===== config.mk =====
export PLATFORM = sky130hd
export DESIGN_NAME = charger_option_control
export DESIGN_NICKNAME = d
export VERILOG_FILES = /design/src/charger_option_pkg.sv /design/src/charger_option_control.sv
export SDC_FILE = /design/constraint.sdc
export NUM_CORES = 1
export LEC_CHECK = 0
export BUFFER_PORTS_ARGS = -buffer_cell sky130_fd_sc_hd__buf_2
export CAP_MARGIN = 20
export CORE_UTILIZATION = 64
export CTS_BUF_LIST = sky130_fd_sc_hd__clkbuf_8 sky130_fd_sc_hd__clkbuf_16
export CTS_CLUSTER_SIZE = 14
export DETAILED_ROUTE_END_ITERATION = 16
export HOLD_SLACK_MARGIN = 0.03
export PLACE_DENSITY = 0.95
export SLEW_MARGIN = 20
export SYNTH_ARGS = -nofsm -noshare
export SYNTH_HDL_FRONTEND = slang
export SYNTH_SLANG_ARGS = --single-unit

===== constraint.sdc =====
create_clock -name sys_clk -period 4.5 [get_ports sys_clk]
set_input_delay 0.45 -clock sys_clk [delete_from_list [all_inputs] [get_ports sys_clk]]
set_output_delay 0.45 -clock sys_clk [all_outputs]
set_load 0.03 [all_outputs]

===== src/charger_option_pkg.sv =====
// Purpose: Constants and types for the charger option control block.
// Assumes: SMBus word protocols; one option register at its command code.
// Notes:   Bit positions index the 16-bit option word.
package charger_option_pkg;
   localparam logic [7:0]  CMD_OPTION   = 8'h12;
   localparam logic [15:0] OPTION_RESET = 16'hF902;
   localparam int BIT_DEPL_LO  = 11;
   localparam int BIT_DEPL_HI  = 12;
   localparam int BIT_FREQ_UP  = 10;
   localparam int BIT_FREQ_EN  = 9;
   localparam int BIT_HS_SHORT = 8;
   localparam int BIT_LS_SHORT = 7;
   localparam int BIT_LEARN    = 6;
   localparam int BIT_MONITOR  = 5;
   localparam int BIT_ADAPTER  = 4;
   localparam logic [3:0] ACK_BIT = 4'h8;
   localparam logic [3:0] END_BIT = 4'h9;

   typedef enum logic [2:0] {
      P_IDLE = 3'b000,
      P_ADDR = 3'b001,
      P_CMD  = 3'b010,
      P_WLO  = 3'b011,
      P_WHI  = 3'b100,
      P_RLO  = 3'b101,
      P_RHI  = 3'b110,
      P_IGN  = 3'b111
   } phase_t;

   typedef struct packed {
      logic [15:0] opt;
      logic        depleted;
      logic        adapterSeen;
      logic        sclPrev;
      logic        sdaPrev;
      phase_t      phase;
      phase_t      nextPh;
      logic [3:0]  cnt;
      logic [7:0]  shift;
      logic [7:0]  cmd;
      logic [7:0]  lo;
      logic [15:0] rd;
      logic        sdaOe;
      logic        adapterSw;
      logic        batterySw;
   } state_t;

   localparam state_t STATE_RESET = '{opt: OPTION_RESET, depleted: 1'b0,
      adapterSeen: 1'b0, sclPrev: 1'b1, sdaPrev: 1'b1, phase: P_IDLE,
      nextPh: P_IDLE, cnt: 4'h0, shift: 8'h00, cmd: 8'h00, lo: 8'h00,
      rd: 16'h0000, sdaOe: 1'b0, adapterSw: 1'b1, batterySw: 1'b0};
endpackage


===== src/charger_option_control.sv =====
// Purpose: Option register of a battery charger behind an SMBus slave.
// Assumes: SMBus pins and comparator results are synchronous to sys_clk.
// Notes:   Bits 15:13 and 3:0 are stored and read back only.
// What this block does
// - Depletion select bits 12:11, reset 11.
// - Depleted during learn: battery off, adapter on.
// - Depletion clears above rising hysteresis or at zero charge voltage.
// - Zero charge voltage disables depletion protection.
// - Bit 10 picks frequency shift down/up.
// - Bit 9 enables frequency shift, reset off.
// - Bit 8 enables high-side short detect.
// - Bit 7 picks low-side short threshold.
// - Writing learn 1 starts battery discharge.
// - Depletion ends learn, clearing bit automatically.
// - Bit 5 picks current monitor source.
// - Bit 4 reads adapter detect state.
// - Word write/read at option command code.
`timescale 1ns/1ps
module charger_option_control #(
   parameter logic [6:0] SLAVE_ADDR = 7'h0A
) (
   // Clock and reset
   input  wire logic       sys_clk,
   input  wire logic       sys_rst,
   // SMBus pins
   input  wire logic       smbClk,
   input  wire logic       smbDataIn,
   output logic            smbDataOut,
   output logic            smbDataOe,
   // Analog status
   input  wire logic       battBelowFall,
   input  wire logic       battAboveRise,
   input  wire logic       chargeVoltageZero,
   input  wire logic       adapterDetectAbove,
   // Analog controls
   output logic [1:0]      depletionSel,
   output logic            freqShiftUp,
   output logic            freqShiftEn,
   output logic            highSideShortEn,
   output logic            lowSideThreshHigh,
   output logic            monitorSelCharge,
   output logic            adapterSwitchOn,
   output logic            batterySwitchOn
);
   import charger_option_pkg::*;

   state_t      q;
   state_t      d;
   logic        rise;
   logic        fall;
   logic        start;
   logic        stop;
   logic        isTx;
   logic        wrCommit;
   logic        rdCapture;
   logic [15:0] liveOpt;
   logic [7:0]  txByte;

   always_comb begin
      d = q;
      wrCommit = 1'b0;
      rdCapture = 1'b0;
      rise = smbClk & ~q.sclPrev;
      fall = ~smbClk & q.sclPrev;
      start = smbClk & q.sclPrev & q.sdaPrev & ~smbDataIn;
      stop = smbClk & q.sclPrev & ~q.sdaPrev & smbDataIn;
      isTx = (q.phase == P_RLO) || (q.phase == P_RHI);
      d.sclPrev = smbClk;
      d.sdaPrev = smbDataIn;
      d.adapterSeen = adapterDetectAbove;
      liveOpt = q.opt;
      liveOpt[BIT_ADAPTER] = q.adapterSeen;

      if (chargeVoltageZero) begin
         d.depleted = 1'b0;
      end else if (battBelowFall) begin
         d.depleted = 1'b1;
      end else if (battAboveRise) begin
         d.depleted = 1'b0;
      end
      if (q.opt[BIT_LEARN] && q.depleted) begin
         d.opt[BIT_LEARN] = 1'b0;
      end

      // Start and stop are checked first so a repeated start aborts any byte.
      if (start) begin
         d.phase = P_ADDR;
         d.cnt = 4'h0;
         d.sdaOe = 1'b0;
      end else if (stop) begin
         d.phase = P_IDLE;
         d.sdaOe = 1'b0;
      end else if (q.phase != P_IDLE && rise) begin
         if (q.cnt < ACK_BIT) begin
            d.shift = {q.shift[6:0], smbDataIn};
         end else if (isTx) begin
            d.nextPh = (smbDataIn || q.phase == P_RHI) ? P_IGN : P_RHI;
         end
         d.cnt = q.cnt + 4'h1;
      end else if (q.phase != P_IDLE && fall) begin
         d.sdaOe = 1'b0;
         if (q.cnt == ACK_BIT && !isTx) begin
            unique case (q.phase)
               P_ADDR: begin
                  if (q.shift[7:1] == SLAVE_ADDR) begin
                     d.sdaOe = 1'b1;
                     d.nextPh = q.shift[0] ? P_RLO : P_CMD;
                     rdCapture = q.shift[0];
                     d.rd = (q.cmd == CMD_OPTION) ? liveOpt : 16'h0000;
                  end else begin
                     d.nextPh = P_IGN;
                  end
               end
               P_CMD: begin
                  d.cmd = q.shift;
                  d.sdaOe = 1'b1;
                  d.nextPh = P_WLO;
               end
               P_WLO: begin
                  d.lo = q.shift;
                  d.sdaOe = 1'b1;
                  d.nextPh = P_WHI;
               end
               P_WHI: begin
                  d.sdaOe = 1'b1;
                  d.nextPh = P_IGN;
                  if (q.cmd == CMD_OPTION) begin
                     wrCommit = 1'b1;
                     d.opt = {q.shift, q.lo};
                     d.opt[BIT_ADAPTER] = 1'b0;
                  end
               end
               P_IDLE, P_RLO, P_RHI, P_IGN: begin
               end
            endcase
         end else if (q.cnt == END_BIT) begin
            d.cnt = 4'h0;
            d.phase = q.nextPh;
         end
         // Open drain: the line is pulled low for a zero bit only.
         txByte = (d.phase == P_RLO) ? q.rd[7:0] : q.rd[15:8];
         if ((d.phase == P_RLO || d.phase == P_RHI) && d.cnt < ACK_BIT) begin
            d.sdaOe = ~txByte[3'h7 - d.cnt[2:0]];
         end
      end
      txByte = (q.phase == P_RLO) ? q.rd[7:0] : q.rd[15:8];

      d.batterySw = d.opt[BIT_LEARN];
      d.adapterSw = ~d.opt[BIT_LEARN];
   end

   always_ff @(posedge sys_clk) begin
      if (sys_rst) begin
         q <= STATE_RESET;
      end else begin
         q <= d;
      end
   end

   // The pin only ever pulls low, so the enable alone carries the data.
   assign smbDataOut        = 1'b0;
   assign smbDataOe         = q.sdaOe;
   assign depletionSel      = q.opt[BIT_DEPL_HI:BIT_DEPL_LO];
   assign freqShiftUp       = q.opt[BIT_FREQ_UP];
   assign freqShiftEn       = q.opt[BIT_FREQ_EN];
   assign highSideShortEn   = q.opt[BIT_HS_SHORT];
   assign lowSideThreshHigh = q.opt[BIT_LS_SHORT];
   assign monitorSelCharge  = q.opt[BIT_MONITOR];
   assign adapterSwitchOn   = q.adapterSw;
   assign batterySwitchOn   = q.batterySw;
endmodule


# Word-level counts from Yosys, hierarchy flattened
# Cells that the tools add are included.
op_classes:
  n_addsub: 2
  multipliers: 0
  div_mod_pow: 0
  magnitude_cmp: 3
  eq_ne: 16
  n_shift: 0
  muxes: 48
  bitwise: 16
  reduce_logical: 28
op_table:
  columns: ["cell", "n"]
  rows:
  - ["17-bit two-way mux", 7]
  - ["7-bit two-way mux", 8]
  - ["3-bit two-way mux", 11]
  - ["4-bit two-way mux", 6]
  - ["7-bit AND reduction", 3]
  - ["16-bit two-way mux", 1]
  - ["8-bit two-way mux", 2]
  - ["3-bit equality test, second input constant", 5]
  - ["3-bit one-hot mux with 4 select lines", 1]
  - ["6-bit AND reduction", 2]
  - ["1-bit two-way mux", 10]
  - ["1-bit NOT", 9]
  - ["4-bit equality test, second input constant", 2]
  - ["8-bit by 5-bit equality test with 1-bit output, second input constant", 1]
  - ["4-bit < comparator, second input constant", 2]
  - ["1-bit AND", 7]
  - ["7-bit by 4-bit equality test with 1-bit output, second input constant", 1]
  - ["7-bit != test, second input constant", 1]
  - ["3-bit by 2-bit equality test with 1-bit output, second input constant", 2]
  - ["2-bit AND reduction", 3]
  - ["2-bit nonzero test", 3]
  - ["3-bit nonzero test", 2]
  - ["3-bit OR reduction", 2]
  - ["1-bit logical AND", 5]
  - ["other kinds (13)", 17]
word_totals:
  ff_bits: 71
  latchBits: 0
  ramBits: 0
  romBits: 0
  inputBits: 8
  out_inout_bits: 11
  elab_cells: 129
  memories: 0

# Depth between registers and ports, before layout
# Gate-level depths: netlist (run 1).
logic_depth:
  ltp_word: 15
  mapped_depth: 9
  depth_no_buf: 8

# Worst setup path after synthesis (run 1)
# Ideal clock, no wire load.
synth_path:
  path_kind: "register to register"
  start: "register q[43] (netlist bit)"
  end: "register q, in the netlist smbDataOe"
  setup_ns: 0.059
  arrival_time_ns: 1.981
  required_ns: 4.441
  slack_ns: 2.460
  stages_incl_launch_ff: 8
  n_path_buf: 0
  synth_period_minus_slack_ns: 2.040
  cell_sequence: "dfxtp_1 > inv_1 > ha_1 > a21boi_2 > o21ai_2 > mux4_1 > o22ai_1 > o311a_1"
synth_between:
  elab_chain_cells: 13
  word_cells_on_any_way: 27
  classes_between: "add/sub: 1; order compare: 1; eq/ne: 4; mux: 17; bitwise: 1; reduce/logical: 3"
synth_lines:
  columns: ["item", "line_no", "text"]
  rows:
  - ["start: declaration", "charger_option_control.sv:47", "state_t q;"]
  - ["start signal: assignment", "charger_option_control.sv:154", "q <= STATE_RESET;"]
  - ["start signal: assignment", "charger_option_control.sv:156", "q <= d;"]
  - ["branches (longest 12 deep; another with 3-bit subtractor)", null, null]
  - ["1-bit two-way mux (*)", "charger_option_control.sv:142", "if ((d.phase == P_RLO || d.phase == P_RHI) && d.cnt < ACK_BIT) begin"]
# Every way passes the cells marked *. The select of a mux whose other input is x is not followed.
# A chain may end at the register's enable or synchronous reset.

# Worst setup path in the final report (run 1)
layout_path:
  start: "register q[52] (netlist bit)"
  end: "register q, in the netlist depletionSel[0]"
layout_between:
  elab_chain_cells: 5
  word_cells_on_any_way: 11
  classes_between: "eq/ne: 3; bitwise: 1; reduce/logical: 7"
layout_lines:
  columns: ["item", "line_no", "text"]
  rows:
  - ["3-bit equality test, on equally long branches", null, null]
  - ["1-bit logical OR", "charger_option_control.sv:67", "isTx = (q.phase == P_RLO) || (q.phase == P_RHI);"]
  - ["1-bit logical NOT", "charger_option_control.sv:102", "if (q.cnt == ACK_BIT && !isTx) begin"]
  - ["1-bit logical AND", "charger_option_control.sv:102", null]
  - ["7-bit AND reduction (no source line) (*)", null, null]
# Mark *: on every way between the ends. The rest lies on a longest branch, timed or not.

==> impl_results.md, run 1 <==
* Final GP Congestion at 0.893
* Dpl hpwl at between 4000 and 5000 um
* Crit path time final at 2.80 ns
* Crit-path max FO at 23
* First drt pass iteration count at 8
* Final nets at 357
* Initial core utilization at 0.669
* Max VDD drop at about 0.0003 V
* Setup violators final at 0
* Leakage at 1.25 nW
* Register area share after synthesis at 0.444
* PD cells at 374 nW/um^2
* Drt drc at 0
* Number of flops mapped to enable cells by yosys at 0
* Post-synth top area share at 0.444
* Synth cell types at 58
* Slowest-stage cell, CP: and4_1
* Die span in x at slightly above 70 um
* Drt initial violations at about 330
* First-pass GRT wire length at 11,200 um
* Worst endpoint data arrival time at about 3.0 ns
* Ant diodes at 0
* WL final at 7120 um
* Fmax at 357 MHz
* GR Util All Layers at 0.285
* Post-CTS setup buffer count at 0
* Vias in the first global route at ~2,300
* Worst slew margin at 0.378
* Die Y-Extent at 72.3 um
* Yosys Warn Count at 0
* Max Cap Viol at 0
* Synth area leaders: dfxtp_1 44%, mux2i_1 9.8%, nor2_1 7.0%, a22oi_1 3.8%, nand2_1 3.0%
* Most common cell in the netlist: dfxtp_1
* HP Class: primary input to register
* CP delay by family, top: simple AND/OR/NAND/NOR gates
* Hold Vio Cnt, Final at 0
* CTS tree: yes
* Worst-case clock buffer depth at 2
* Synth Flop Type: dfxtp_1
* Worst Path Buf+Inv at 0
* Mapped Cells at approximately 340
* Mapped Area at ~3200 um^2
* Ratio of cells with drive above 1 in the final layout at 0.145
* Via count at 2,593
* Clock transition at the registers of the reported paths at ~0.080 ns
* DR WL/cell at about 17 um
* Unrepaired setup endpoints after global routing: false
* Clk_lat worst skew at between 0.3 and 0.4 ns
* CTS buffer count at 9
* I/O pins at 19
* Slowest cell delay on critical path at between 0.8 and 0.9 ns
* Syn_nets at approximately 350
* Via-to-Cell Ratio at 6.20
* Final worst setup slack at approximately 1.7 ns
* Outcome: complete, no violations
* Synthesized area per cell at between 9 and 10 um^2
* TNS Setup at 0 ns
* Num rows at 25
* CORE AREA at 4720 um^2
* Fill cells at 334
* Largest net degree at the start of global routing at 66
* Dpl ws at approximately 1.8 ns
* CP startpoint kind: register
* Crit end category: register
* Worst Tran Pin Value at between 0.9 and 1 ns
* Clock Tree Root: clkbuf_8
* CTS resizes at 0
* Tcrit/Tclk final at 0.622
* Critical path class: register to register
* CP cell instances: nor3_2 -> nor3_2 -> and4_1 -> nor2b_1 -> a211o_1
* Synth area leader: dfxtp_1
* DIE AREA at between 5000 and 6000 um^2
* Final ANT Viol Nets at 0
* Seq cells post-synth at 70
* CTS hold repair buffers at 0
* Port bufs at 17
* Clock Sink Count at 70
* Slew Limit Fails at 0
* GRT overflow at 0
* H-Tree Depth at 3
* Worst Skew at about 0.015 ns
* Most used cell, CP: nor3_2
* Asr flop ratio synth at 0
* Synth top cells by count: 70 x dfxtp_1, 59 x nor2_1, 31 x mux2i_1, 25 x nand2_1, 17 x a21oi_1
* Initial antenna violation count at 0
* Layout area overhead at 9.74%
* Critical Path RT at around 4.7 ns
[worst reg2reg max path: stages, from the launching register on]
cell	delay (ns)
dfxtp_1	0.79
nor3_2	0.17
nor3_2	0.38
and4_1	0.88
nor2b_1	0.15
a211o_1	0.32
[kinds of logic (layout without fill, tap and decap cells)]
logic type | Yosys count | count (layout) | share of synthesized area
AOI/OAI and AO/OA | 65 | 65 | 0.156
adders and majority gates | 3 | 3 | 0.0119
buffers and inverters | 28 | 38 | 0.0432
muxes | 34 | 34 | 0.117
xor gates and xnor gates | 4 | 4 | 0.0135
and+or+nand+nor | 136 | 136 | 0.214
DFF | 70 | 70 | 0.444
other | 1 | 1 | 0.00119
[flip-flops by register name, indices dropped and copies added (netlist names)]
signal,flops
q,52
freqShiftUp,1
monitorSelCharge,1
highSideShortEn,1
adapterSwitchOn,1
depletionSel,2
smbDataOe,1
liveOpt,9
freqShiftEn,1
lowSideThreshHigh,1
[layer usage]
| metal | track usage | share of wire | up-vias |
|---|---|---|---|
| li1 | - | - | 1210 |
| met1 | 0.347 | 0.43 | 1262 |
| met2 | 0.474 | 0.49 | 100 |
| met3 | 0.0681 | 0.049 | 21 |
| met4 | 0.137 | 0.026 | 0 |
| met5 | 0 | 0 | - |
[final timing paths]
path	from	endpoint	slack, ns	cells after the start
worst max-delay path	q[52]	depletionSel[0]	1.70	5
worst max register to register	q[52]	depletionSel[0]	1.70	5
worst min-delay path	chargeVoltageZero	q[56]	0.25	2
worst min register to register	q[33]	q[33]	0.46	2
[area by class of cell]
type                    count  area, um^2  area share
well taps                  67        83.8      0.0242
inverters                   5        18.8     0.00541
repair buffers             17        87.6      0.0253
flip-flops and latches     70        1400       0.404
multi-input cells         243        1620       0.468
clock inverters             6         116      0.0336
clock buffers              10         138      0.0397
[cell usage in the layout (no fill, tap or decap), types with 4 or more instances in the layout]
| cell type | count |
|---|---|
| a21oi_1 | 17 |
| nand2_1 | 25 |
| mux2i_1 | 31 |
| clkbuf_8 | 10 |
| nor2b_1 | 11 |
| nand3b_1 | 4 |
| nand2b_1 | 6 |
| buf_2 | 16 |
| inv_1 | 5 |
| nor3_1 | 5 |
| nor2_1 | 59 |
| dfxtp_1 | 70 |
| a211o_1 | 7 |
| a22oi_1 | 16 |
| a211oi_1 | 4 |
[where the power goes]
group / leakage [nW] / switching, mW / internal [mW]
combinational: 0.561 / 0.0226 / 0.0111
sequential: 0.565 / 0.00455 / 0.621
clock: 0.127 / 0.250 / 0.387
total: 1.25 / 0.277 / 1.02
[per-stage QoR]
step | instances | total power, mW | utilization | hold WS [ns] | instance area, um^2
floorplan | 341 | 0.665 | - | 0.427 | 3160
global placement | 402 | 0.672 | 0.680 | 0.435 | 3210
detailed placement | 402 | 0.673 | 0.680 | 0.444 | 3210
CTS | 418 | 1.30 | 0.734 | 0.244 | 3460
global route | 418 | 1.34 | 0.734 | 0.252 | 3470
finish | 418 | 1.30 | 0.734 | 0.250 | 3470
No activity file was read; power rests on OpenSTA's default activity.
==> inputs of run 2 (changes only) <==
- CORE_UTILIZATION: 64 -> 54
- PLACE_DENSITY: 0.95 -> 0.87
- clock period: 4.5 -> 2.26 ns (I/O delays scaled with it)
==> run 2 against run 1 <==
Net effect: critical path depth grew 2; sequential power grew 98%; first-iteration DRC count shrank 52%; largest power group is now registers.
==> impl_results.md, run 2 (synthesis results as in run 1) <==
* Outcome: complete, no violations (unchanged)
* Worst slew margin at 0.592 (was 0.378)
* Via-to-Cell Ratio at 5.90 (was 6.20)
* Final ANT Viol Nets at 0 (unchanged)
* Largest register FFs at 52 (unchanged)
* Worst-case clock buffer depth at 2 (unchanged)
* Crit end category: register (unchanged)
* Most common cell after layout, fill and taps aside: dfxtp_1 (unchanged)
* Placed insts at 422 (was 402)
* DR WL/cell at 16.5 um (was 17.0 um)
* Ant diodes at 0 (unchanged)
* Hold Vio Cnt, Final at 0 (unchanged)
* Worst endpoint data arrival time at 2.53 ns (was 3.03 ns)
* Clock Sink Count at 70 (unchanged)
* CORE AREA at 5570 um^2 (was 4720 um^2)
* Max VDD drop at 0.000359 V (was 0.000302 V)
* Die span in x at 78.5 um (was 72.3 um)
* PD cells at 664 nW/um^2 (was 374 nW/um^2)
* Max Cap Viol at 0 (unchanged)
* GRT overflow at 0 (unchanged)
* Post-route insts no fill at 439 (was 418)
* Commonest non-fill, non-tap cells in the layout: 70 x dfxtp_1, 59 x nor2_1, 31 x mux2i_1, 25 x nand2_1 (was 70 x dfxtp_1, 59 x nor2_1, 31 x mux2i_1, 25 x nand2_1, 17 x a21oi_1)
* Clk_lat worst skew at 0.36 ns (was 0.35 ns)
* Clock Tree Root: clkbuf_8 (unchanged)
* Ratio of cells with drive above 1 in the final layout at 0.183 (was 0.145)
* Layout area overhead at 12.8% (was 9.74%)
* Worst Tran Pin Value at 0.612 ns (was 0.932 ns)
* Biggest register: q (unchanged)
* Leakage at 1.31 nW (was 1.25 nW)
* Largest net degree at the start of global routing at 35 (was 66)
* CTS buffer count at 9 (unchanged)
* CP startpoint kind: register (unchanged)
* H-Tree Depth at 3 (unchanged)
* Via count at 2,588 (was 2,593)
* I/O pins at 19 (unchanged)
* Fmax at 448 MHz (was 357 MHz)
* CTS tree: yes (unchanged)
* Drt initial violations at 159 (was 331)
* Dpl hpwl at 4910 um (was 4590 um)
* Crit path time final at 2.23 ns (was 2.80 ns)
* Die Y-Extent at 78.5 um (was 72.3 um)
* Num rows at 27 (was 25)
* R2r setup slk at 0.03 ns (was 1.70 ns)
* Critical Path RT at 2.56 ns (was 4.73 ns)
* Port bufs at 17 (unchanged)
* Crit-path max FO at 5 (was 23)
* Setup violators final at 0 (unchanged)
* Unrepaired setup endpoints after global routing: true (was false)
* Critical path class: register to register (unchanged)
* First drt pass iteration count at 4 (was 8)
* Vias in the first global route at 2,399 (was 2,345)
* Clock transition at the registers of the reported paths at 0.08 ns (about the same)
* Initial antenna violation count at 0 (unchanged)
* HP Class: primary input to register (unchanged)
* Final nets at 373 (was 357)
* First-pass GRT wire length at 11,700 um (was 11,200 um)
* TNS Setup at 0 ns (unchanged)
* WL final at 7240 um (was 7120 um)
* Tcrit/Tclk final at 0.989 (was 0.622)
* Worst Skew at 0.00758 ns (was 0.0145 ns)
* Slew Limit Fails at 0 (unchanged)
* Drt drc at 0 (unchanged)
* DIE AREA at 6160 um^2 (was 5220 um^2)
* GR Util All Layers at 0.248 (was 0.285)
* Final GP Congestion at 0.833 (was 0.893)
* Initial core utilization at 0.567 (was 0.669)
-- run 2: cell types whose count changed in the layout (fill, tap and decap cells not counted) --
cell	change
nand3_1	-1
buf_4	+13
buf_2	+1
clkinv_2	+1
bufinv_16	-2
clkinvlp_4	+2
inv_6	+1
dlygate4sd3_1	+1
clkinv_4	-2
nand3_2	+1
buf_12	+1
-- run 2: layout make-up --
| class | count | area [um^2] |
|---|---|---|
| clock inverter | 6 | 67.6 |
| tap | 72 | 90.1 |
| inverter | 5 | 18.8 |
| sequential | 70 | 1400 |
| multi-input combinational | 243 | 1630 |
| timing repair buffer | 33 | 220 |
| fill | 457 | 2010 |
| clock buffer | 10 | 138 |
-- run 2: per-layer routing --
metal,wire [um],track usage,vias to the layer above
li1,-,-,1255
met1,3280,0.321,1256
met2,3430,0.391,61
met3,357,0.0651,16
met4,169,0.106,0
met5,0,0,-
-- run 2: timing repair --
action	4_1_cts	5_1_grt
endpoints found under the hold margin	1	0
hold buffers	1	0
buffers inserted	0	0
setup endpoints to repair	0	8
resized for setup	0	1
-- run 2: final timing paths --
check,from,endpoint,depth (start not counted)
max,q[43],smbDataOe,7
min,adapterDetectAbove,liveOpt[4],2
max reg2reg,q[43],smbDataOe,7
min reg2reg,q[31],q[31],2
-- run 2: critical path, stage by stage (launching register included) --
cell and delay (ns):
dfxtp_1 0.41, inv_1 0.13, ha_1 0.28, a21boi_2 0.20
o21ai_2 0.20, mux4_1 0.57, o22ai_1 0.20, o311a_1 0.19
-- run 2: stage by stage --
step | util | hold slack [ns] | area (um^2) | setup WS (ns) | power (mW)
finish | 0.639 | 0.0959 | 3560 | 0.0256 | 2.36
detailed placement | 0.600 | 0.400 | 3340 | 0.0595 | 1.35
floorplan | - | 0.303 | 3160 | 0.220 | 1.32
global route | 0.639 | 0.111 | 3560 | -0.0941 | 2.45
CTS | 0.638 | 0.0939 | 3560 | 0.0377 | 2.37
global placement | 0.600 | 0.390 | 3340 | 0.138 | 1.35
-- run 2: power by group --
| part | internal, mW | switching, mW | total [mW] |
|---|---|---|---|
| logic | 0.0278 | 0.0526 | 0.0804 |
| registers | 1.24 | 0.00339 | 1.24 |
| clock network | 0.545 | 0.499 | 1.04 |
==> inputs of run 3 (changes only) <==
- MAX_ROUTING_LAYER: not set -> met4
- PLACE_DENSITY: 0.87 -> 0.72
==> run 3 against run 2 <==
Net effect: routed wire length down 5.5%; design area up 1.3%; non-clock buffer count up 3; clock-buffer cell count unchanged; fmax up 5.5%; sequential share of layout area down 0.42 points; register-to-register slack better by 0.12 ns; critical path depth unchanged; sequential power about the same; first-iteration DRC count up 6.3%; highest routed layer unchanged.
==> impl_results.md, run 3 (synthesis results as in run 1) <==
* Outcome: complete, no violations (unchanged)
* Worst slew margin at 0.666 (was 0.592)
* I/O pins at 19 (unchanged)
* TNS Setup at 0 ns (unchanged)
* GR Util met3 at 0.0419 (was 0.0651)
* Crit path time final at 2.12 ns (was 2.23 ns)
* Layer with the highest usage: met2 (unchanged)
* CTS tree: yes (unchanged)
* Clock Sink Count at 70 (unchanged)
* Setup violators final at 0 (unchanged)
* Drt initial violations at 169 (was 159)
* CP startpoint kind: register (unchanged)
* Unrepaired setup endpoints after global routing: false (was true)
* Met2 usage in global routing at 0.383 (was 0.391)
* First drt pass iteration count at 4 (unchanged)
* Slowest cell delay on critical path at 0.58 ns (was 0.57 ns)
* Crit end category: register (unchanged)
* WL final at 6840 um (was 7240 um)
* Largest net degree at the start of global routing at 50 (was 35)
* Final ANT Viol Nets at 0 (unchanged)
* Max VDD drop at 0.000445 V (was 0.000359 V)
* DIE AREA at 6160 um^2 (unchanged)
* Commonest non-fill, non-tap cells in the layout: 68 x dfxtp_1, 59 x nor2_1, 31 x mux2i_1, 25 x nand2_1, 18 x buf_4 (was 70 x dfxtp_1, 59 x nor2_1, 31 x mux2i_1, 25 x nand2_1)
* Drt drc at 0 (unchanged)
* GRT overflow at 0 (unchanged)
* Ratio of cells with drive above 1 in the final layout at 0.195 (was 0.183)
* Tot Pwr at 2.43 mW (was 2.36 mW)
* Dpl hpwl at 4840 um (was 4910 um)
* Critical path class: register to register (unchanged)
* CP delay by family, top: compound AO/OA/AOI/OAI gates (unchanged)
* Via count at 2,519 (was 2,588)
* Met1 Use GR at 0.320 (was 0.321)
* Final nets at 376 (was 373)
* Die Y-Extent at 78.5 um (unchanged)
* Tcrit/Tclk final at 0.937 (was 0.989)
* Clock Tree Root: clkbuf_8 (unchanged)
* DR WL/cell at 15.5 um (was 16.5 um)
* H-Tree Depth at 3 (unchanged)
* Via-to-Cell Ratio at 5.71 (was 5.90)
* Worst-case clock buffer depth at 2 (unchanged)
* Leakage at 1.33 nW (was 1.31 nW)
* Clock transition at the registers of the reported paths at 0.08 ns (about the same)
* Slowest-stage cell, CP: mux4_1 (unchanged)
* Critical Path RT at 2.54 ns (was 2.56 ns)
* Largest register FFs at 52 (unchanged)
* Die span in x at 78.5 um (unchanged)
* Fmax at 472 MHz (was 448 MHz)
* CP cell instances: inv_1 -> ha_1 -> a21boi_2 -> o21ai_2 -> mux4_1 -> o22ai_1 -> o311a_1 (unchanged)
* Worst endpoint data arrival time at 2.40 ns (was 2.53 ns)
* Most common cell after layout, fill and taps aside: dfxtp_1 (unchanged)
* Initial antenna violation count at 0 (unchanged)
* Max Cap Viol at 0 (unchanged)
* Num rows at 27 (unchanged)
* CORE AREA at 5570 um^2 (unchanged)
* Ant diodes at 0 (unchanged)
* Final GP Congestion at 0.877 (was 0.833)
* Biggest register: q (unchanged)
* Hold Vio Cnt, Final at 0 (unchanged)
* Vias in the first global route at 2,337 (was 2,399)
* Worst Tran Pin Value at 0.496 ns (was 0.612 ns)
* Worst Path Buf+Inv at 1 (unchanged)
* First-pass GRT wire length at 11,300 um (was 11,700 um)
* Worst Skew at 0.00844 ns (was 0.00758 ns)
* CTS buffer count at 9 (unchanged)
* GR Util All Layers at 0.247 (was 0.248)
* Initial core utilization at 0.567 (unchanged)
* Port bufs at 17 (unchanged)
* Clk_lat worst skew at 0.34 ns (was 0.36 ns)
* Post-CTS setup buffer count at 0 (unchanged)
* HP Class: primary input to register (unchanged)
* Slew Limit Fails at 0 (unchanged)
* PD cells at 673 nW/um^2 (was 664 nW/um^2)
* Crit-path max FO at 4 (was 5)
* Layout area overhead at 14.2% (was 12.8%)
==> run 3: cell types whose count changed in the layout (fill, tap and decap cells not counted), sizes merged <==
cell	before	now
buf	32	35
inv	7	5
bufinv	1	2
==> run 3: repair_timing <==
action,4_1_cts,5_1_grt
setup endpoints to repair,0,1
hold buffers,0,1
gates resized for setup,0,5
endpoints found under the hold margin,0,1
==> run 3: final timing paths <==
kind                           start         end  slack (ns)  depth (start not counted)
setup / recovery               q[44]   smbDataOe        0.14                          7
hold / removal    adapterDetectAbove  liveOpt[4]        0.10                          2
setup reg to reg               q[44]   smbDataOe        0.14                          7
hold reg to reg                q[31]       q[31]        0.45                          2
==> run 3: layout make-up <==
class / count / area (um^2)
fillers: 459 / 1970
flip-flops and latches: 70 / 1400
clock inverters: 5 / 83.8
well taps: 72 / 90.1
inverters: 5 / 18.8
clock buffers: 10 / 138
repair buffers: 36 / 230
multi-input cells: 243 / 1640
==> run 3: power by group <==
part           switching, mW  leakage [nW]  internal, mW
clock                  0.458         0.105         0.647
combinational         0.0530         0.659        0.0283
sequential           0.00303         0.566          1.24
total                  0.514          1.33          1.91
==> run 3: layer usage <==
metal	wire, um	vias up
met1	3220	1203
li1	-	1257
met4	123	0
met5	0	-
met3	288	10
met2	3210	49
==> run 3: through the flow <==
step	instance area (um^2)	setup WS, ns	util	cells	hold slack (ns)
floorplan	3160	0.220	-	341	0.303
global placement	3350	0.192	0.601	425	0.386
detailed placement	3350	0.0672	0.601	425	0.392
CTS	3570	0.0467	0.641	440	0.0308
global route	3610	0.0244	0.647	441	0.107
finish	3610	0.143	0.647	441	0.104
==> run 3: worst reg2reg max path: cells and delay by family (launching register included) <==
family / cells / cell delay [ns]
compound gates: 4 / 0.81
mux: 1 / 0.58
flops: 1 / 0.37
fa+ha+maj: 1 / 0.24
buf+inv: 1 / 0.09
